**src/shared/mem_fault_pkg.sv**
```systemverilog
//
// Behaviour
// - address valid flag tracks captured address
// - flags sticky until written with one
// - bits 6:5 and 2 read zero
// - stacking fault sets bit 4
// - stacking fault adjusts sp, no capture
// - unstacking fault sets bit 3
// - unstacking fault chains, no sp change, no capture
// - data access fault sets bit 1
// - data fault stacks pc, captures address
// - fetch from no-execute location sets bit 0
// - execute-never region faults even without protection
// - fetch fault stacks pc, no capture
`default_nettype none
package mem_fault_pkg;
  // ************************************************
  // register map
  // ************************************************
  localparam logic [11:0] STATUS_OFFSET = 12'h000;
  localparam logic [11:0] MASK_OFFSET   = 12'h004;
  localparam logic [11:0] ADDR_OFFSET   = 12'h008;
  localparam logic [7:0]  STATUS_RESET  = 8'h00;
  localparam logic [7:0]  MASK_RESET    = 8'h00;
  localparam logic [31:0] ADDR_RESET    = 32'h0000_0000;
  // ************************************************
  // field positions
  // ************************************************
  localparam int BIT_ADDR_VALID = 7;
  localparam int BIT_STACK      = 4;
  localparam int BIT_UNSTACK    = 3;
  localparam int BIT_DATA       = 1;
  localparam int BIT_INSTR      = 0;
  localparam logic [7:0] IMPL_BITS = 8'h9B;
  localparam logic [1:0] HTRANS_NONSEQ = 2'b10;
  localparam logic [1:0] HRESP_OKAY    = 2'b00;
  // fault events reported by the core in one cycle
  typedef struct packed {
    logic        stack_fault;     // context save violation
    logic        unstack_fault;   // context restore violation
    logic        data_fault;      // load or store violation
    logic        instr_fault;     // fetch from non-executable location
    logic        exec_never_hit;  // fetch from execute-never region
    logic [31:0] data_addr;       // address of violating data access
  } fault_event_t;
  // directives back to the core exception logic
  typedef struct packed {
    logic adjust_sp;    // stack pointer still adjusted
    logic chain;        // chain into handler, keep return stack
    logic stack_pc;     // stacked pc points at faulting instruction
  } fault_action_t;
endpackage
`default_nettype wire

```
**src/hw/mem_fault_status_flags.sv**
```systemverilog
`timescale 1ns/1ps
`default_nettype none
module mem_fault_status_flags (
  // clock and reset
  input  wire logic                       clk,
  input  wire logic                       sys_rst,
  input  wire logic                       clk_en,
  // ahb-lite slave
  input  wire logic                       hsel,
  input  wire logic [11:0]                haddr,
  input  wire logic [1:0]                 htrans,
  input  wire logic                       hwrite,
  input  wire logic [2:0]                 hsize,
  input  wire logic [31:0]                hwdata,
  input  wire logic                       hready,
  output logic [31:0]                     hrdata,
  output logic                            hreadyout,
  output logic [1:0]                      hresp,
  // core fault events
  input  wire mem_fault_pkg::fault_event_t fault_in,
  // actions toward core and interrupt
  output mem_fault_pkg::fault_action_t    action_out,
  output logic                            irq
);
  import mem_fault_pkg::*;

  // ************************************************
  // state
  // ************************************************
  // every register below freezes while clk_en is low, so a stalled
  // core never loses a flag and never sees a flag appear out of turn
  // status flags are set by hardware and cleared only by software
  logic [7:0]  status_q, status_d;   // sticky fault flags
  logic [7:0]  mask_q;               // interrupt enables
  logic [31:0] addr_q;               // fault address capture
  logic [31:0] hrdata_q;             // read data register
  logic        irq_q;                // interrupt register
  fault_action_t act_q, act_d;       // action register
  logic        wr_pend_q;            // write data phase pending
  logic [11:0] wr_addr_q;            // latched write address

  // ************************************************
  // bus decode
  // ************************************************
  wire         take     = hsel && hready && (htrans == HTRANS_NONSEQ);
  wire         take_rd  = take && !hwrite;
  // register select, shared by the write and the read decode
  function automatic logic reg_hit(input logic [11:0] a, input logic [11:0] off);
    // full compare, so aliases of a register never hit
    return a == off;
  endfunction

  // write strobes act in the data phase, on the latched address
  wire         wr_stat  = wr_pend_q && reg_hit(wr_addr_q, STATUS_OFFSET);
  wire         wr_mask  = wr_pend_q && reg_hit(wr_addr_q, MASK_OFFSET);
  // write one to clear, zeros and reserved positions do nothing
  wire [7:0]   w1c      = wr_stat ? (hwdata[7:0] & IMPL_BITS) : 8'h00;
  // read selects use the address phase address
  wire         rd_stat  = reg_hit(haddr, STATUS_OFFSET);
  wire         rd_mask  = reg_hit(haddr, MASK_OFFSET);
  wire         rd_addr  = reg_hit(haddr, ADDR_OFFSET);
  // read mux, unmapped reads as zero
  wire [31:0]  rd_mux   = rd_stat ? {24'h00_0000, status_q & IMPL_BITS} :
                          rd_mask ? {24'h00_0000, mask_q & IMPL_BITS} :
                          rd_addr ? addr_q : 32'h0000_0000;

  // ************************************************
  // fault classification
  // ************************************************
  // execute-never hit faults regardless of protection unit state
  wire         instr_ev = fault_in.instr_fault || fault_in.exec_never_hit;
  // only a data violation captures an address
  wire         cap_ev   = fault_in.data_fault;
  wire [7:0]   set_v;
  assign set_v[BIT_ADDR_VALID] = cap_ev;
  assign set_v[6:5]            = 2'b00;
  assign set_v[BIT_STACK]      = fault_in.stack_fault;
  assign set_v[BIT_UNSTACK]    = fault_in.unstack_fault;
  assign set_v[2]              = 1'b0;
  assign set_v[BIT_DATA]       = fault_in.data_fault;
  assign set_v[BIT_INSTR]      = instr_ev;

  // next flags: set wins over clear, zero writes keep value
  always_comb begin
    status_d = ((status_q & ~w1c) | set_v) & IMPL_BITS;
  end

  // action directives for the core
  always_comb begin
    act_d.adjust_sp = fault_in.stack_fault;
    act_d.chain     = fault_in.unstack_fault;
    act_d.stack_pc  = fault_in.data_fault || instr_ev;
  end

  // ************************************************
  // registers
  // ************************************************
  // flag, mask and capture storage
  always_ff @(posedge clk or posedge sys_rst) begin
    if (sys_rst) begin
      status_q <= STATUS_RESET;
      mask_q   <= MASK_RESET;
      addr_q   <= ADDR_RESET;
    end else if (clk_en) begin
      status_q <= status_d;
      if (wr_mask) begin
        mask_q <= hwdata[7:0] & IMPL_BITS;
      end
      if (cap_ev) begin
        addr_q <= fault_in.data_addr;
      end
    end
  end

  // bus phase tracking and read data
  always_ff @(posedge clk or posedge sys_rst) begin
    if (sys_rst) begin
      wr_pend_q <= 1'b0;
      wr_addr_q <= 12'h000;
      hrdata_q  <= 32'h0000_0000;
    end else if (clk_en) begin
      wr_pend_q <= take && hwrite;
      wr_addr_q <= haddr;
      if (take_rd) begin
        hrdata_q <= rd_mux;
      end
    end
  end

  // interrupt and action outputs
  always_ff @(posedge clk or posedge sys_rst) begin
    if (sys_rst) begin
      irq_q <= 1'b0;
      act_q <= '0;
    end else if (clk_en) begin
      irq_q <= |(status_d & mask_q);
      act_q <= act_d;
    end
  end

  // ************************************************
  // bus response outputs
  // ************************************************
  logic        hready_q;             // ready output register
  logic [1:0]  hresp_q;              // response output register

  // zero wait states: ready stands high out of reset, reply always okay
  // kept in flops so that every top-level output leaves a register
  always_ff @(posedge clk or posedge sys_rst) begin
    if (sys_rst) begin
      // ready high even in reset, so a master is never stalled
      hready_q <= 1'b1;
      hresp_q  <= HRESP_OKAY;
    end else if (clk_en) begin
      // no error path exists in this block
      hready_q <= 1'b1;
      hresp_q  <= HRESP_OKAY;
    end
  end

  // ************************************************
  // output wiring
  // ************************************************
  // every output below comes straight from a register
  assign hrdata     = hrdata_q;
  assign hreadyout  = hready_q;
  assign hresp      = hresp_q;
  assign irq        = irq_q;
  assign action_out = act_q;

  // ************************************************
  // checks
  // ************************************************
  stack_sets_a: assert property (@(posedge clk) disable iff (sys_rst)
    clk_en && fault_in.stack_fault |=> status_q[BIT_STACK])
    else $error("stacking flag not set");
  unstack_sets_a: assert property (@(posedge clk) disable iff (sys_rst)
    clk_en && fault_in.unstack_fault |=> status_q[BIT_UNSTACK] && action_out.chain)
    else $error("unstacking flag or chain missing");
  data_capture_a: assert property (@(posedge clk) disable iff (sys_rst)
    clk_en && fault_in.data_fault |=> addr_q == $past(fault_in.data_addr) && status_q[BIT_ADDR_VALID])
    else $error("data fault address not captured");
  instr_nocap_a: assert property (@(posedge clk) disable iff (sys_rst)
    clk_en && !fault_in.data_fault |=> $stable(addr_q))
    else $error("capture changed without data fault");
  exec_never_sets_a: assert property (@(posedge clk) disable iff (sys_rst)
    clk_en && fault_in.exec_never_hit |=> status_q[BIT_INSTR] && action_out.stack_pc)
    else $error("execute-never fetch not flagged");
  sticky_flag_a: assert property (@(posedge clk) disable iff (sys_rst)
    status_q[BIT_DATA] && !(clk_en && wr_stat && hwdata[BIT_DATA]) |=> status_q[BIT_DATA])
    else $error("data flag dropped without clear");
  reserved_zero_a: assert property (@(posedge clk) disable iff (sys_rst)
    status_q[6:5] == 2'b00 && status_q[2] == 1'b0)
    else $error("reserved bit set");
  irq_follows_a: assert property (@(posedge clk) disable iff (sys_rst)
    clk_en |=> irq == |($past(status_d) & $past(mask_q)))
    else $error("interrupt mismatch");
  stack_sp_a: assert property (@(posedge clk) disable iff (sys_rst)
    clk_en && fault_in.stack_fault && !fault_in.data_fault |=> action_out.adjust_sp && $stable(addr_q))
    else $error("stacking fault action wrong");

  // ************************************************
  // further checks on flags, capture and bus
  // ************************************************
  // a data violation with clk_en high always raises its flag
  data_sets_a: assert property (@(posedge clk) disable iff (sys_rst)
    clk_en && fault_in.data_fault |=> status_q[BIT_DATA])
    else $error("data flag not set");

  // a plain fetch violation raises bit 0 and the stacked pc directive
  instr_sets_a: assert property (@(posedge clk) disable iff (sys_rst)
    clk_en && fault_in.instr_fault |=> status_q[BIT_INSTR] && action_out.stack_pc)
    else $error("fetch flag not set");

  // unstacking chains without moving sp or capturing an address
  unstack_nocap_a: assert property (@(posedge clk) disable iff (sys_rst)
    clk_en && fault_in.unstack_fault && !fault_in.data_fault && !fault_in.stack_fault
    |=> $stable(addr_q) && !action_out.adjust_sp)
    else $error("unstacking fault moved sp or captured");

  // a lone fetch fault neither captures nor moves sp
  instr_only_a: assert property (@(posedge clk) disable iff (sys_rst)
    clk_en && instr_ev && !fault_in.data_fault && !fault_in.stack_fault && !fault_in.unstack_fault
    |=> $stable(addr_q) && !action_out.adjust_sp && !action_out.chain)
    else $error("fetch fault action wrong");

  // valid flag only appears with a captured data address
  valid_source_a: assert property (@(posedge clk) disable iff (sys_rst)
    clk_en && !fault_in.data_fault && !status_q[BIT_ADDR_VALID] |=> !status_q[BIT_ADDR_VALID])
    else $error("address valid set without capture");

  // a written one clears its flag when no new event arrives
  w1c_clears_a: assert property (@(posedge clk) disable iff (sys_rst)
    clk_en && wr_stat && hwdata[BIT_INSTR] && !instr_ev |=> !status_q[BIT_INSTR])
    else $error("write one did not clear");

  // an event in the clearing cycle wins
  set_wins_a: assert property (@(posedge clk) disable iff (sys_rst)
    clk_en && wr_stat && hwdata[BIT_DATA] && fault_in.data_fault |=> status_q[BIT_DATA])
    else $error("clear beat a new event");

  // a written zero leaves its flag alone
  zero_write_keeps_a: assert property (@(posedge clk) disable iff (sys_rst)
    clk_en && wr_stat && !hwdata[BIT_STACK] && status_q[BIT_STACK] |=> status_q[BIT_STACK])
    else $error("zero write dropped a flag");

  // a low clock enable freezes flags, mask, capture and read data
  freeze_hold_a: assert property (@(posedge clk) disable iff (sys_rst)
    !clk_en |=> $stable(status_q) && $stable(mask_q) && $stable(addr_q) && $stable(hrdata))
    else $error("state moved while frozen");

  // status reads show zero in reserved and upper positions
  reserved_read_a: assert property (@(posedge clk) disable iff (sys_rst)
    clk_en && take_rd && rd_stat
    |=> hrdata[31:8] == 24'h00_0000 && hrdata[6:5] == 2'b00 && hrdata[2] == 1'b0)
    else $error("reserved bit read as one");

  // mask keeps only implemented positions
  mask_write_a: assert property (@(posedge clk) disable iff (sys_rst)
    clk_en && wr_mask |=> mask_q == ($past(hwdata[7:0]) & IMPL_BITS))
    else $error("mask write wrong");

  // no unmasked flag, no interrupt
  irq_masked_a: assert property (@(posedge clk) disable iff (sys_rst)
    clk_en && ((status_d & mask_q) == 8'h00) |=> !irq)
    else $error("interrupt without unmasked flag");
endmodule
`default_nettype wire

```
**config.mk**
```make
export PLATFORM = sky130hd
export DESIGN_NAME = mem_fault_status_flags
export DESIGN_NICKNAME = d
export VERILOG_FILES = /design/src/shared/mem_fault_pkg.sv /design/src/hw/mem_fault_status_flags.sv
export SDC_FILE = /design/constraint.sdc
export NUM_CORES = 1
export LEC_CHECK = 0
export ABC_CLOCK_PERIOD_IN_PS = 4240
export BUFFER_PORTS_ARGS = -buffer_cell sky130_fd_sc_hd__buf_4
export CORE_MARGIN = 3
export CORE_UTILIZATION = 53
export DETAILED_ROUTE_END_ITERATION = 10
export PLACE_DENSITY = 0.82
export SLEW_MARGIN = 20
export SYNTH_ARGS = -nofsm -noshare
export SYNTH_HDL_FRONTEND = slang
export SYNTH_SLANG_ARGS = --single-unit
```
**constraint.sdc**
```tcl
create_clock -name clk -period 4.24 [get_ports clk]
set_clock_uncertainty 0.2 [all_clocks]
set_input_delay 0.212 -clock clk [delete_from_list [all_inputs] [get_ports clk]]
set_output_delay 0.212 -clock clk [all_outputs]
set_load 0.005 [all_outputs]
```
Word-level counts from Yosys, hierarchy flattened
Index checks and enable logic that the tools add are counted.
Widths: inputs -> output; s select.
{"block": "word_totals", "regBits": 91, "inputBits": 92, "output_inout_bits": 39, "elab_cells": 37}
{"block": "op_classes", "eq_ne": 4, "muxes": 4, "bitwise_logic": 4, "n_reduce_logical": 15}
{"op": "$mux 32", "n": 3}
{"op": "$eq 12x3->1 const B", "n": 2}
{"op": "$logic_not 12->1", "n": 2}
{"op": "$and 8x8->8", "n": 2}
{"op": "$eq 12x4->1 const B", "n": 1}
{"op": "$mux 8", "n": 1}
{"op": "$not 8->8", "n": 1}
{"op": "$or 8x8->8", "n": 1}
{"op": "$reduce_or 8->1", "n": 1}
{"op": "$logic_and 1x1->1", "n": 6}
{"op": "$reduce_and 2->1", "n": 3}
{"op": "$eq 2x2->1 const B", "n": 1}
{"op": "$logic_or 1x1->1", "n": 2}
{"op": "$logic_not 1->1", "n": 1}

Logic depth before layout (Yosys ltp)
Gate-level depths: netlist of run 1.
{"block": "logic_depth", "word_depth": 8, "mapped_depth": 6, "depth_no_buf": 5}

Worst setup path after synthesis of run 1
OpenSTA, ideal clock, no wires.
{"block": "synth_path", "path_kind": "register to register", "startpoint": "register wr_addr_q[9]", "endpoint": "register status_q[1]", "setup_ps": 121, "arrival_ps": 1651, "slack_ps": 2268, "path_stages_with_launch": 6, "path_buffers": 0, "period_less_slack_ps": 1972, "path_cell_list": "dfrtp_1 or4b_4 nor4_4 and2_4 nand2_1 a22o_1"}
{"block": "synth_via", "elab_chain_cells": 6}
{"item": "start, declared", "line": "mem_fault_status_flags.sv:40", "rtl": "logic [11:0] wr_addr_q;"}
{"item": "start signal, assigned", "line": "mem_fault_status_flags.sv:123", "rtl": "wr_addr_q <= haddr;"}
{"item": "$logic_not 12->1", "line": "mem_fault_status_flags.sv:50", "rtl": "return a == off;"}
{"item": "$logic_and 1x1->1", "line": "mem_fault_status_flags.sv:54", "rtl": "wire wr_stat = wr_pend_q && reg_hit(wr_addr_q, STATUS_OFFSET);"}
{"item": "$mux 8", "line": "mem_fault_status_flags.sv:57", "rtl": "wire [7:0] w1c = wr_stat ? (hwdata[7:0] & IMPL_BITS) : 8'h00;"}
{"item": "$not 8->8", "line": "mem_fault_status_flags.sv:85", "rtl": "status_d = ((status_q & ~w1c) | set_v) & IMPL_BITS;"}
{"item": "$and 8x8->8", "line": "mem_fault_status_flags.sv:85"}
{"item": "$or 8x8->8", "line": "mem_fault_status_flags.sv:85"}
{"item": "end signal, assigned", "line": "mem_fault_status_flags.sv:105", "rtl": "status_q <= status_d;"}
{"item": "end, declared", "line": "mem_fault_status_flags.sv:33", "rtl": "logic [7:0] status_q, status_d;"}
Every way passes these cells.
A chain may end at the register's enable or synchronous reset.

Final worst setup path of run 1
{"block": "layout_path", "startpoint": "register wr_addr_q[9]", "endpoint": "register status_q[4]"}
Same word-level chain as after synthesis.

==> flow_summary.yaml, run 1 <==
drt:
  viasPerCell: 5.14
  dr.pass1.iters: 4
  drt-total-wl_um: 9190
  drt_iter0_drc: 101
  vias: 2908
  final_antenna_net_count: 0
  wl_per_cell_um: 16.2
  drc: 0
outcome:
  outcome: "finished clean"
cts:
  cts_tree: "built"
  clkSinkCount: 91
  post_cts_buffers: 0
  ctsRootBufferMaster: "clkbuf_8"
  cts.htree.levels: 3
  clk-insertion-delay-late_ns: 0.36
  clk_pin_slew_ns: 0.09
  cts_buffer_depth: 2
  cts_made_buffers: 9
worst_setup_path:
  reg2reg_depth: 6
  setup.worst_path.start: "wr_addr_q[9]"
  reg2reg_slack_ns: 1.55
  r2r-end: "status_q[4]"
  end_kind: "register"
  crit_fanout: 5
  crit_path_start_kind: "register"
  critPathRequiredTime_ns: 4.28
  critPathKind: "register to register"
  reg2reg_from: "wr_addr_q[9]"
  critPathArrivalTime_ns: 2.73
die:
  coreArea_mm2: 0.00683
  dieArea_mm2: 0.00815
  num_rows: 30
  die_h_um: 90.3
  io_pins: 131
  die_x_um: 90.3
  start_util: 0.551
min_path:
  hp-class: "input pin to register"
  hold_path_depth: 3
  holdPathEnd: "wr_pend_q"
  min_from: "htrans[0]"
power_and_ir_drop:
  p_int_mw: 1.38
  p_leak_nw: 2.58
  p_switching_uw: 438
  p_seq_frac: 0.539
  swShare: 0.241
  peakVddDrop_v: 0.000261
  power_frac_clock: 0.330
  power_frac_comb: 0.131
  power_density_mw_per_mm2: 341
global_route:
  grt_antenna_before_repair: 0
  grt_pass1_vias: 3166
  grt_pass1_wl_um: 15600
  globalRouteTotalUtil: 0.241
  grt_max_degree: 50
  grt_overflow: 0
sta:
  max_freq_mhz: 371
  max_slew_margin: 0.503
  setup_viol: 0
  rsz0062_at_grt: "false"
  fin_crit_ns: 2.69
  finalWorstSetupSlack_ns: 1.55
  tightest_slew_ns: 0.745
  final.setup.tns_ns: 0
  final_max_slew_viol_count: 0
  finalHoldViolations: 0
  fin_crit_sh: 0.635
yosys:
  yosys_register_bits: 91
  syn_area_mm2: 0.00376
  yosysWarnings: 0
  synth-seq-area-share: 0.605
  yosysUniqueCellTypes: 34
  syn_avg_cell_area_um2: 11.9
  synth_cells: 317
placed_design:
  io_buffers: 97
  hpwl_um: 5570
  gp_congestion: 0.796
  preCtsSetupSlack_ns: 2.11
finish:
  drive_gt1_frac: 0.387
  final_common_cell: "buf_4"
  diodes: 0
  layout_common_cells: "101 x buf_4, 91 x dfrtp_1, 61 x nand2_1"
  syn2layout_area_growth_pct: 41.2
  n_fill_cell: 445
  fin_nets: 557
flow_run:
  drv_cap: 0
-- final cells by class --
class	count	area, um^2	area share
Clock buffer	10	138	0.0259
Clock inverter	6	65.1	0.0122
Inverter	3	12.5	0.00235
Multi-Input combinational cell	204	1400	0.263
Sequential cell	91	2280	0.428
Tap cell	96	120	0.0226
Timing Repair Buffer	156	1310	0.246
-- critical path: stages, from the launching register on --
cell           delay, ns
dfrtp_1             0.39
or4b_4              0.57
nor4_4              0.40
and2_4              0.25
nand2_1             0.06
a22o_1              0.17
dlygate4sd3_1       0.55
-- power groups by stage --
stage / Sequential [mW] / Clock, mW / Combinational (mW)
finish: 0.978 / 0.598 / 0.238
detailed placement: 0.993 / 0 / 0.198
global placement: 0.988 / 0 / 0.189
global route: 0.987 / 0.646 / 0.261
CTS: 0.976 / 0.609 / 0.238
floorplan: 0.983 / 0 / 0.106
-- what timing repair did --
item                                   in CTS  in global routing
hold buffers                               55                  0
gates resized for setup                     0                  0
endpoints found under the hold margin     100                  0
-- cell usage after synthesis --
cell	number	area [um^2]
nor3b_2	1	12.5
or4_4	1	11.3
or2_2	1	6.26
or3b_2	1	8.76
or4b_4	1	13.8
nor3_1	2	10.0
buf_4	5	37.5
conb_1	2	7.51
nor2_1	16	60.1
o21ai_0	4	20.0
buf_2	1	5.00
a22o_1	5	43.8
nor4_1	2	12.5
nand4b_1	1	8.76
or4_1	1	7.51
nor2b_1	2	12.5
a22oi_1	1	7.51
a21oi_1	2	10.0
inv_1	3	11.3
nor4_4	1	21.3
nor3b_1	1	7.51
o211ai_1	1	7.51
nand2_1	61	229
clkbuf_1	11	41.3
and2_4	1	8.76
o22ai_1	1	6.26
buf_1	3	11.3
a31oi_1	2	12.5
o2111ai_1	1	8.76
mux2_2	56	631
nand3_1	29	145
nand3b_1	1	7.51
a221oi_1	5	43.8
dfrtp_1	91	2280
-- stage by stage --
step | hold slack [ns] | instances | instance area, um^2 | power, mW | utilization
2_1_floorplan | 0.153 | 318 | 3770 | 1.09 | -
4_1_cts | 0.00590 | 566 | 5320 | 1.82 | 0.778
6_report | 0.0224 | 566 | 5320 | 1.81 | 0.778
3_5_place_dp | 0.160 | 495 | 4560 | 1.19 | 0.668
5_1_grt | 0.0204 | 566 | 5320 | 1.89 | 0.778
3_3_place_gp | 0.156 | 495 | 4560 | 1.18 | 0.668
-- sequential cells by signal, summed over array words and instances (netlist names) --
name and cells:
hrdata 32, action_out 3, status_q 5, addr_q 32, mask_q 5, wr_addr_q 12, wr_pend_q 1, irq 1
-- cells by family (layout without fill, tap and decap cells) --
| logic type | after synthesis | in the layout | synth area share |
|---|---|---|---|
| AO/OA/AOI/OAI | 22 | 22 | 0.0425 |
| buffers and inverters | 23 | 175 | 0.0282 |
| flip-flops | 91 | 91 | 0.605 |
| multiplexers | 56 | 56 | 0.167 |
| other | 2 | 3 | 0.00199 |
| AND/OR/NAND/NOR | 123 | 123 | 0.155 |
-- worst max path at each step --
| stage | to | slack (ns) | cells past startpoint |
|---|---|---|---|
| 2_1_floorplan | action_out[0] | 1.46 | 1 |
| 3_3_place_gp | status_q[1] | 2.11 | 5 |
| 3_5_place_dp | status_q[7] | 2.11 | 5 |
| 4_1_cts | status_q[4] | 1.56 | 6 |
| 5_1_grt | status_q[4] | 1.46 | 6 |
| 6_report | status_q[4] | 1.55 | 6 |
-- metal layers --
| metal | up-vias | track usage | share of wire |
|---|---|---|---|
| met5 | - | 0 | 0 |
| met3 | 9 | 0.0375 | 0.029 |
| met4 | 0 | 0.0944 | 0.016 |
| met1 | 1451 | 0.299 | 0.43 |
| met2 | 70 | 0.423 | 0.53 |
| li1 | 1378 | - | - |
(Power assumes the default switching activity.)
==> run 2: changes to the inputs <==
--- a/config.mk
+++ b/config.mk
@@ -5,12 +5,12 @@
 export SDC_FILE = /design/constraint.sdc
 export NUM_CORES = 1
 export LEC_CHECK = 0
-export ABC_CLOCK_PERIOD_IN_PS = 4240
+export ABC_CLOCK_PERIOD_IN_PS = 2800
 export BUFFER_PORTS_ARGS = -buffer_cell sky130_fd_sc_hd__buf_4
 export CORE_MARGIN = 3
-export CORE_UTILIZATION = 53
+export CORE_UTILIZATION = 50
 export DETAILED_ROUTE_END_ITERATION = 10
-export PLACE_DENSITY = 0.82
+export PLACE_DENSITY = 0.78
 export SLEW_MARGIN = 20
 export SYNTH_ARGS = -nofsm -noshare
 export SYNTH_HDL_FRONTEND = slang
==> constraint.sdc (replaced) <==
create_clock -name clk -period 2.8 [get_ports clk]
set_clock_uncertainty 0.2 [all_clocks]
set_input_delay 0.14 -clock clk [delete_from_list [all_inputs] [get_ports clk]]
set_output_delay 0.14 -clock clk [all_outputs]
set_load 0.005 [all_outputs]
==> flow_summary.yaml, run 2 (synthesized netlist as in run 1, its figures left out) <==
outcome:
  outcome: "finished clean"
cts:
  post_cts_buffers: 0
  clk-insertion-delay-late_ns: 0.35
  cts.htree.levels: 3
  ctsResizeCount: 0
  cts_buffer_depth: 2
  cts_tree: "built"
  ctsRootBufferMaster: "clkbuf_8"
  clkSinkCount: 91
  clk_pin_slew_ns: 0.08
  cts_made_buffers: 9
finish:
  layout_common_cells: "100 x buf_4, 91 x dfrtp_1, 61 x nand2_1"
  final_common_cell: "buf_4"
  diodes: 0
  syn2layout_area_growth_pct: 43.0
  design_area_mm2: 0.00538
  fin_nets: 561
  drive_gt1_frac: 0.384
  fin_util: 0.738
sta:
  max_slew_margin: 0.516
  fin_crit_ns: 2.20
  max_freq_mhz: 455
  rsz0062_at_grt: "false"
  finalWorstSetupSlack_ns: 0.601
  finalHoldViolations: 0
  setup_viol: 0
  tightest_slew_ns: 0.726
  fin_crit_sh: 0.785
  final_max_slew_viol_count: 0
  final.setup.tns_ns: 0
die:
  io_pins: 131
  num_rows: 31
  die_h_um: 92.8
  start_util: 0.516
  dieArea_mm2: 0.00861
  coreArea_mm2: 0.00729
  die_x_um: 92.8
drt:
  dr.pass1.iters: 4
  drt_iter0_drc: 76
  vias: 2976
  drt-total-wl_um: 9140
  wl_per_cell_um: 16.0
  drc: 0
  viasPerCell: 5.19
  final_antenna_net_count: 0
power_and_ir_drop:
  power_frac_clock: 0.331
  peakVddDrop_v: 0.000315
  power_density_mw_per_mm2: 512
  p_switching_uw: 658
  power_frac_comb: 0.133
  total_power_mw: 2.75
  p_seq_frac: 0.537
  swShare: 0.239
  p_int_mw: 2.10
  p_leak_nw: 2.61
global_route:
  grt_overflow: 0
  grt_pass1_vias: 3146
  globalRouteTotalUtil: 0.228
  grt_pass1_wl_um: 15200
  grt_max_degree: 92
  grt_antenna_before_repair: 0
placed_design:
  preCtsSetupSlack_ns: 0.660
  io_buffers: 97
  hpwl_um: 5360
  gp_congestion: 0.766
  dpl-instance-area_mm2: 0.00460
worst_setup_path:
  crit_path_start_kind: "input pin"
  end_kind: "register"
  crit_fanout: 32
  critPathRequiredTime_ns: 2.83
  critPathKind: "input pin to register"
  critPathArrivalTime_ns: 2.23
min_path:
  hp-class: "input pin to register"
flow_run:
  drv_cap: 0
run 2: area by class of cell:
class                   count  area, um^2
multi-input cells         204        1400
fillers                   499        1910
inverters                   3        12.5
clock buffers              11         141
flip-flops and latches     91        2280
repair buffers            160        1370
well taps                  99         124
clock inverters             5        61.3
run 2: layer usage:
metal  track usage  share of wire  up-vias
met4        0.0867          0.023        0
met3        0.0642          0.048       21
met5             0              0        -
met2         0.385           0.52       93
li1              -              -     1390
met1         0.277           0.41     1472
run 2: critical path: stages:
cell           delay (ns)
dlygate4sd3_1        0.54
buf_4                0.33
or3b_2               0.79
a221oi_1             0.33
nor2_1               0.06
run 2: final timing paths:
check                             start         end  slack (ns)  cells past startpoint
setup reg to reg           wr_addr_q[9]         irq        0.64                      5
min in group asynchronous       sys_rst  addr_q[13]        0.21                      4
hold / removal             fault_in[32]         irq         0.1                      5
setup / recovery                 clk_en   hrdata[0]        0.60                      5
hold reg to reg              hrdata[28]  hrdata[28]        0.27                      2
max in group asynchronous       sys_rst   hrdata[4]        1.76                      4
run 2: power groups by stage:
stage	logic (mW)	clock network, mW	registers, mW
floorplan	0.161	0	1.49
global placement	0.291	0	1.50
detailed placement	0.300	0	1.50
CTS	0.366	0.924	1.48
global route	0.400	0.997	1.49
finish	0.365	0.911	1.48
run 2: repair_timing:
item,in CTS,in global routing
hold buffers,58,0
setup endpoints to repair,0,0
endpoints found under the hold margin,150,0
run 2: per-stage QoR:
stage | hold slack [ns] | std cells
final | 0.0998 | 573
after global routing | 0.0973 | 573
after CTS | 0.0940 | 573
after detailed placement | 0.0982 | 499
after global placement | 0.0873 | 499
after floorplan | 0.0811 | 318
==> run 3: changes to the inputs <==
--- a/config.mk
+++ b/config.mk
@@ -5,7 +5,7 @@
 export SDC_FILE = /design/constraint.sdc
 export NUM_CORES = 1
 export LEC_CHECK = 0
-export ABC_CLOCK_PERIOD_IN_PS = 2800
+export ABC_CLOCK_PERIOD_IN_PS = 2300
 export BUFFER_PORTS_ARGS = -buffer_cell sky130_fd_sc_hd__buf_4
 export CORE_MARGIN = 3
 export CORE_UTILIZATION = 50
==> constraint.sdc (replaced) <==
create_clock -name clk -period 2.3 [get_ports clk]
set_clock_uncertainty 0.2 [all_clocks]
set_input_delay 0.115 -clock clk [delete_from_list [all_inputs] [get_ports clk]]
set_output_delay 0.115 -clock clk [all_outputs]
set_load 0.005 [all_outputs]
==> flow_summary.yaml, run 3 (synthesized netlist as in run 1, its figures left out) <==
drt:
  drc: 0
  vias: 3003
  dr.pass1.iters: 6
  drt-total-wl_um: 9100
  final_antenna_net_count: 0
  drt_iter0_drc: 109
  wl_per_cell_um: 15.6
  viasPerCell: 5.13
global_route:
  globalRouteTotalUtil: 0.228
  grt_max_degree: 92
  grt_overflow: 0
  grt_pass1_wl_um: 15500
  grt_pass1_vias: 3262
  grt_antenna_before_repair: 0
worst_setup_path:
  crit_fanout: 5
  cp_num_buf_inv: 0
  cp_slowest_cell: "or4_1"
  reg2reg_depth: 4
  cpPeakStageDelay_ns: 0.61
  r2r-end: "mask_q[1]"
  end_kind: "register"
  reg2reg_from: "wr_addr_q[0]"
  critPathRequiredTime_ns: 2.33
  cp_top_family: "simple AND/OR/NAND/NOR gates"
  cp_cell_sequence: "or4_1 > nor3_1 > nand3_1 > mux2_2"
  critPathKind: "register to register"
  crit_path_start_kind: "register"
  reg2reg_slack_ns: 0.13
  critPathArrivalTime_ns: 2.20
sta:
  final.setup.tns_ns: 0
  fin_crit_ns: 2.17
  fin_crit_sh: 0.942
  finalHoldViolations: 0
  finalWorstSetupSlack_ns: 0.133
  setup_viol: 0
  rsz0062_at_grt: "false"
  holdWs_ns: 0.0878
  max_freq_mhz: 461
  final_max_slew_viol_count: 0
finish:
  final_common_cell: "buf_4"
  syn2layout_area_growth_pct: 45.1
  fin_nets: 573
  diodes: 0
  layout_common_cells: "103 x buf_4, 91 x dfrtp_1, 68 x dlygate4sd3_1"
  drive_gt1_frac: 0.381
power_and_ir_drop:
  power_frac_comb: 0.146
  power_density_mw_per_mm2: 594
  peakVddDrop_v: 0.000366
  p_seq_frac: 0.553
  p_int_mw: 2.43
  power_frac_clock: 0.301
  p_switching_uw: 814
  swShare: 0.251
  p_leak_nw: 2.63
min_path:
  holdPathEnd: "irq"
  hp-class: "input pin to register"
  hold_path_depth: 5
  min_from: "fault_in[32]"
cts:
  cts_made_buffers: 9
  cts_buffer_depth: 2
  ctsResizeCount: 0
  ctsRootBufferMaster: "clkbuf_8"
  clk-insertion-delay-late_ns: 0.35
  clkSinkCount: 91
  cts.htree.levels: 3
  cts_tree: "built"
  clk_pin_slew_ns: 0.09
flow_run:
  drv_cap: 0
die:
  die_h_um: 92.8
  num_rows: 31
  die_x_um: 92.8
  dieArea_mm2: 0.00861
  start_util: 0.516
  coreArea_mm2: 0.00729
  io_pins: 131
placed_design:
  preCtsSetupSlack_ns: 0.171
  hpwl_um: 5320
  gp_congestion: 0.781
  io_buffers: 97
outcome:
  outcome: "finished clean"
==> run 3: cell types whose count changed in the layout (fill, tap and decap cells not counted), sizes merged <==
cell,change
clkinvlp,+3
inv,+1
clkbuf,-2
bufinv,-1
dlygate4sd3,+10
buf,+2
clkinv,-1
==> run 3: worst max-delay path by stage <==
| stage | start | to | slack, ns | depth (start not counted) |
|---|---|---|---|---|
| finish | wr_addr_q[0] | mask_q[1] | 0.13 | 4 |
| global route | haddr[1] | hrdata[7] | 0.04 | 8 |
| CTS | wr_addr_q[9] | irq | 0.14 | 5 |
| detailed placement | wr_addr_q[9] | irq | 0.17 | 5 |
| global placement | wr_addr_q[9] | status_q[7] | 0.18 | 5 |
| floorplan | wr_addr_q[9] | status_q[1] | 0.33 | 5 |
==> run 3: area by class of cell <==
cell class / count / area, um^2
clock buffer: 9 / 124
clock inverter: 7 / 51.3
fill: 491 / 1830
inverter: 3 / 15.0
multi-input combinational: 204 / 1400
sequential: 91 / 2280
tap: 99 / 124
timing repair buffer: 172 / 1470
==> run 3: power by group through the flow <==
stage	registers (mW)	logic [mW]	clock network [mW]
after floorplan	1.81	0.197	0
after global placement	1.82	0.355	0
after detailed placement	1.83	0.366	0
after CTS	1.79	0.470	1.01
after global routing	1.81	0.518	1.07
final	1.80	0.473	0.977
==> run 3: through the flow <==
| step | utilization | instance area [um^2] | instances | power [mW] |
|---|---|---|---|---|
| final | 0.749 | 5460 | 585 | 3.25 |
| after global routing | 0.749 | 5460 | 585 | 3.40 |
| after global placement | 0.632 | 4610 | 501 | 2.18 |
| after floorplan | - | 3770 | 318 | 2.01 |
| after detailed placement | 0.632 | 4610 | 501 | 2.19 |
| after CTS | 0.749 | 5460 | 585 | 3.27 |
==> run 3: metal layers <==
layer,up-vias,global-route usage,routed length [um]
met5,-,0,0
met4,0,0.101,248
met3,21,0.0390,448
met2,90,0.400,4730
met1,1474,0.275,3680
li1,1418,-,-
==> run 3: repair_timing <==
item / CTS / global route
hold endpoints to repair: 150 / 0
buffers inserted: 0 / 0
hold buffers: 68 / 0
==> run 3: tightest hold or removal path: stages <==
cell and delay, ns:
buf_4 0.08, nor2_1 0.04, a31oi_1 0.15, nor3_1 0.07, a21oi_1 0.13
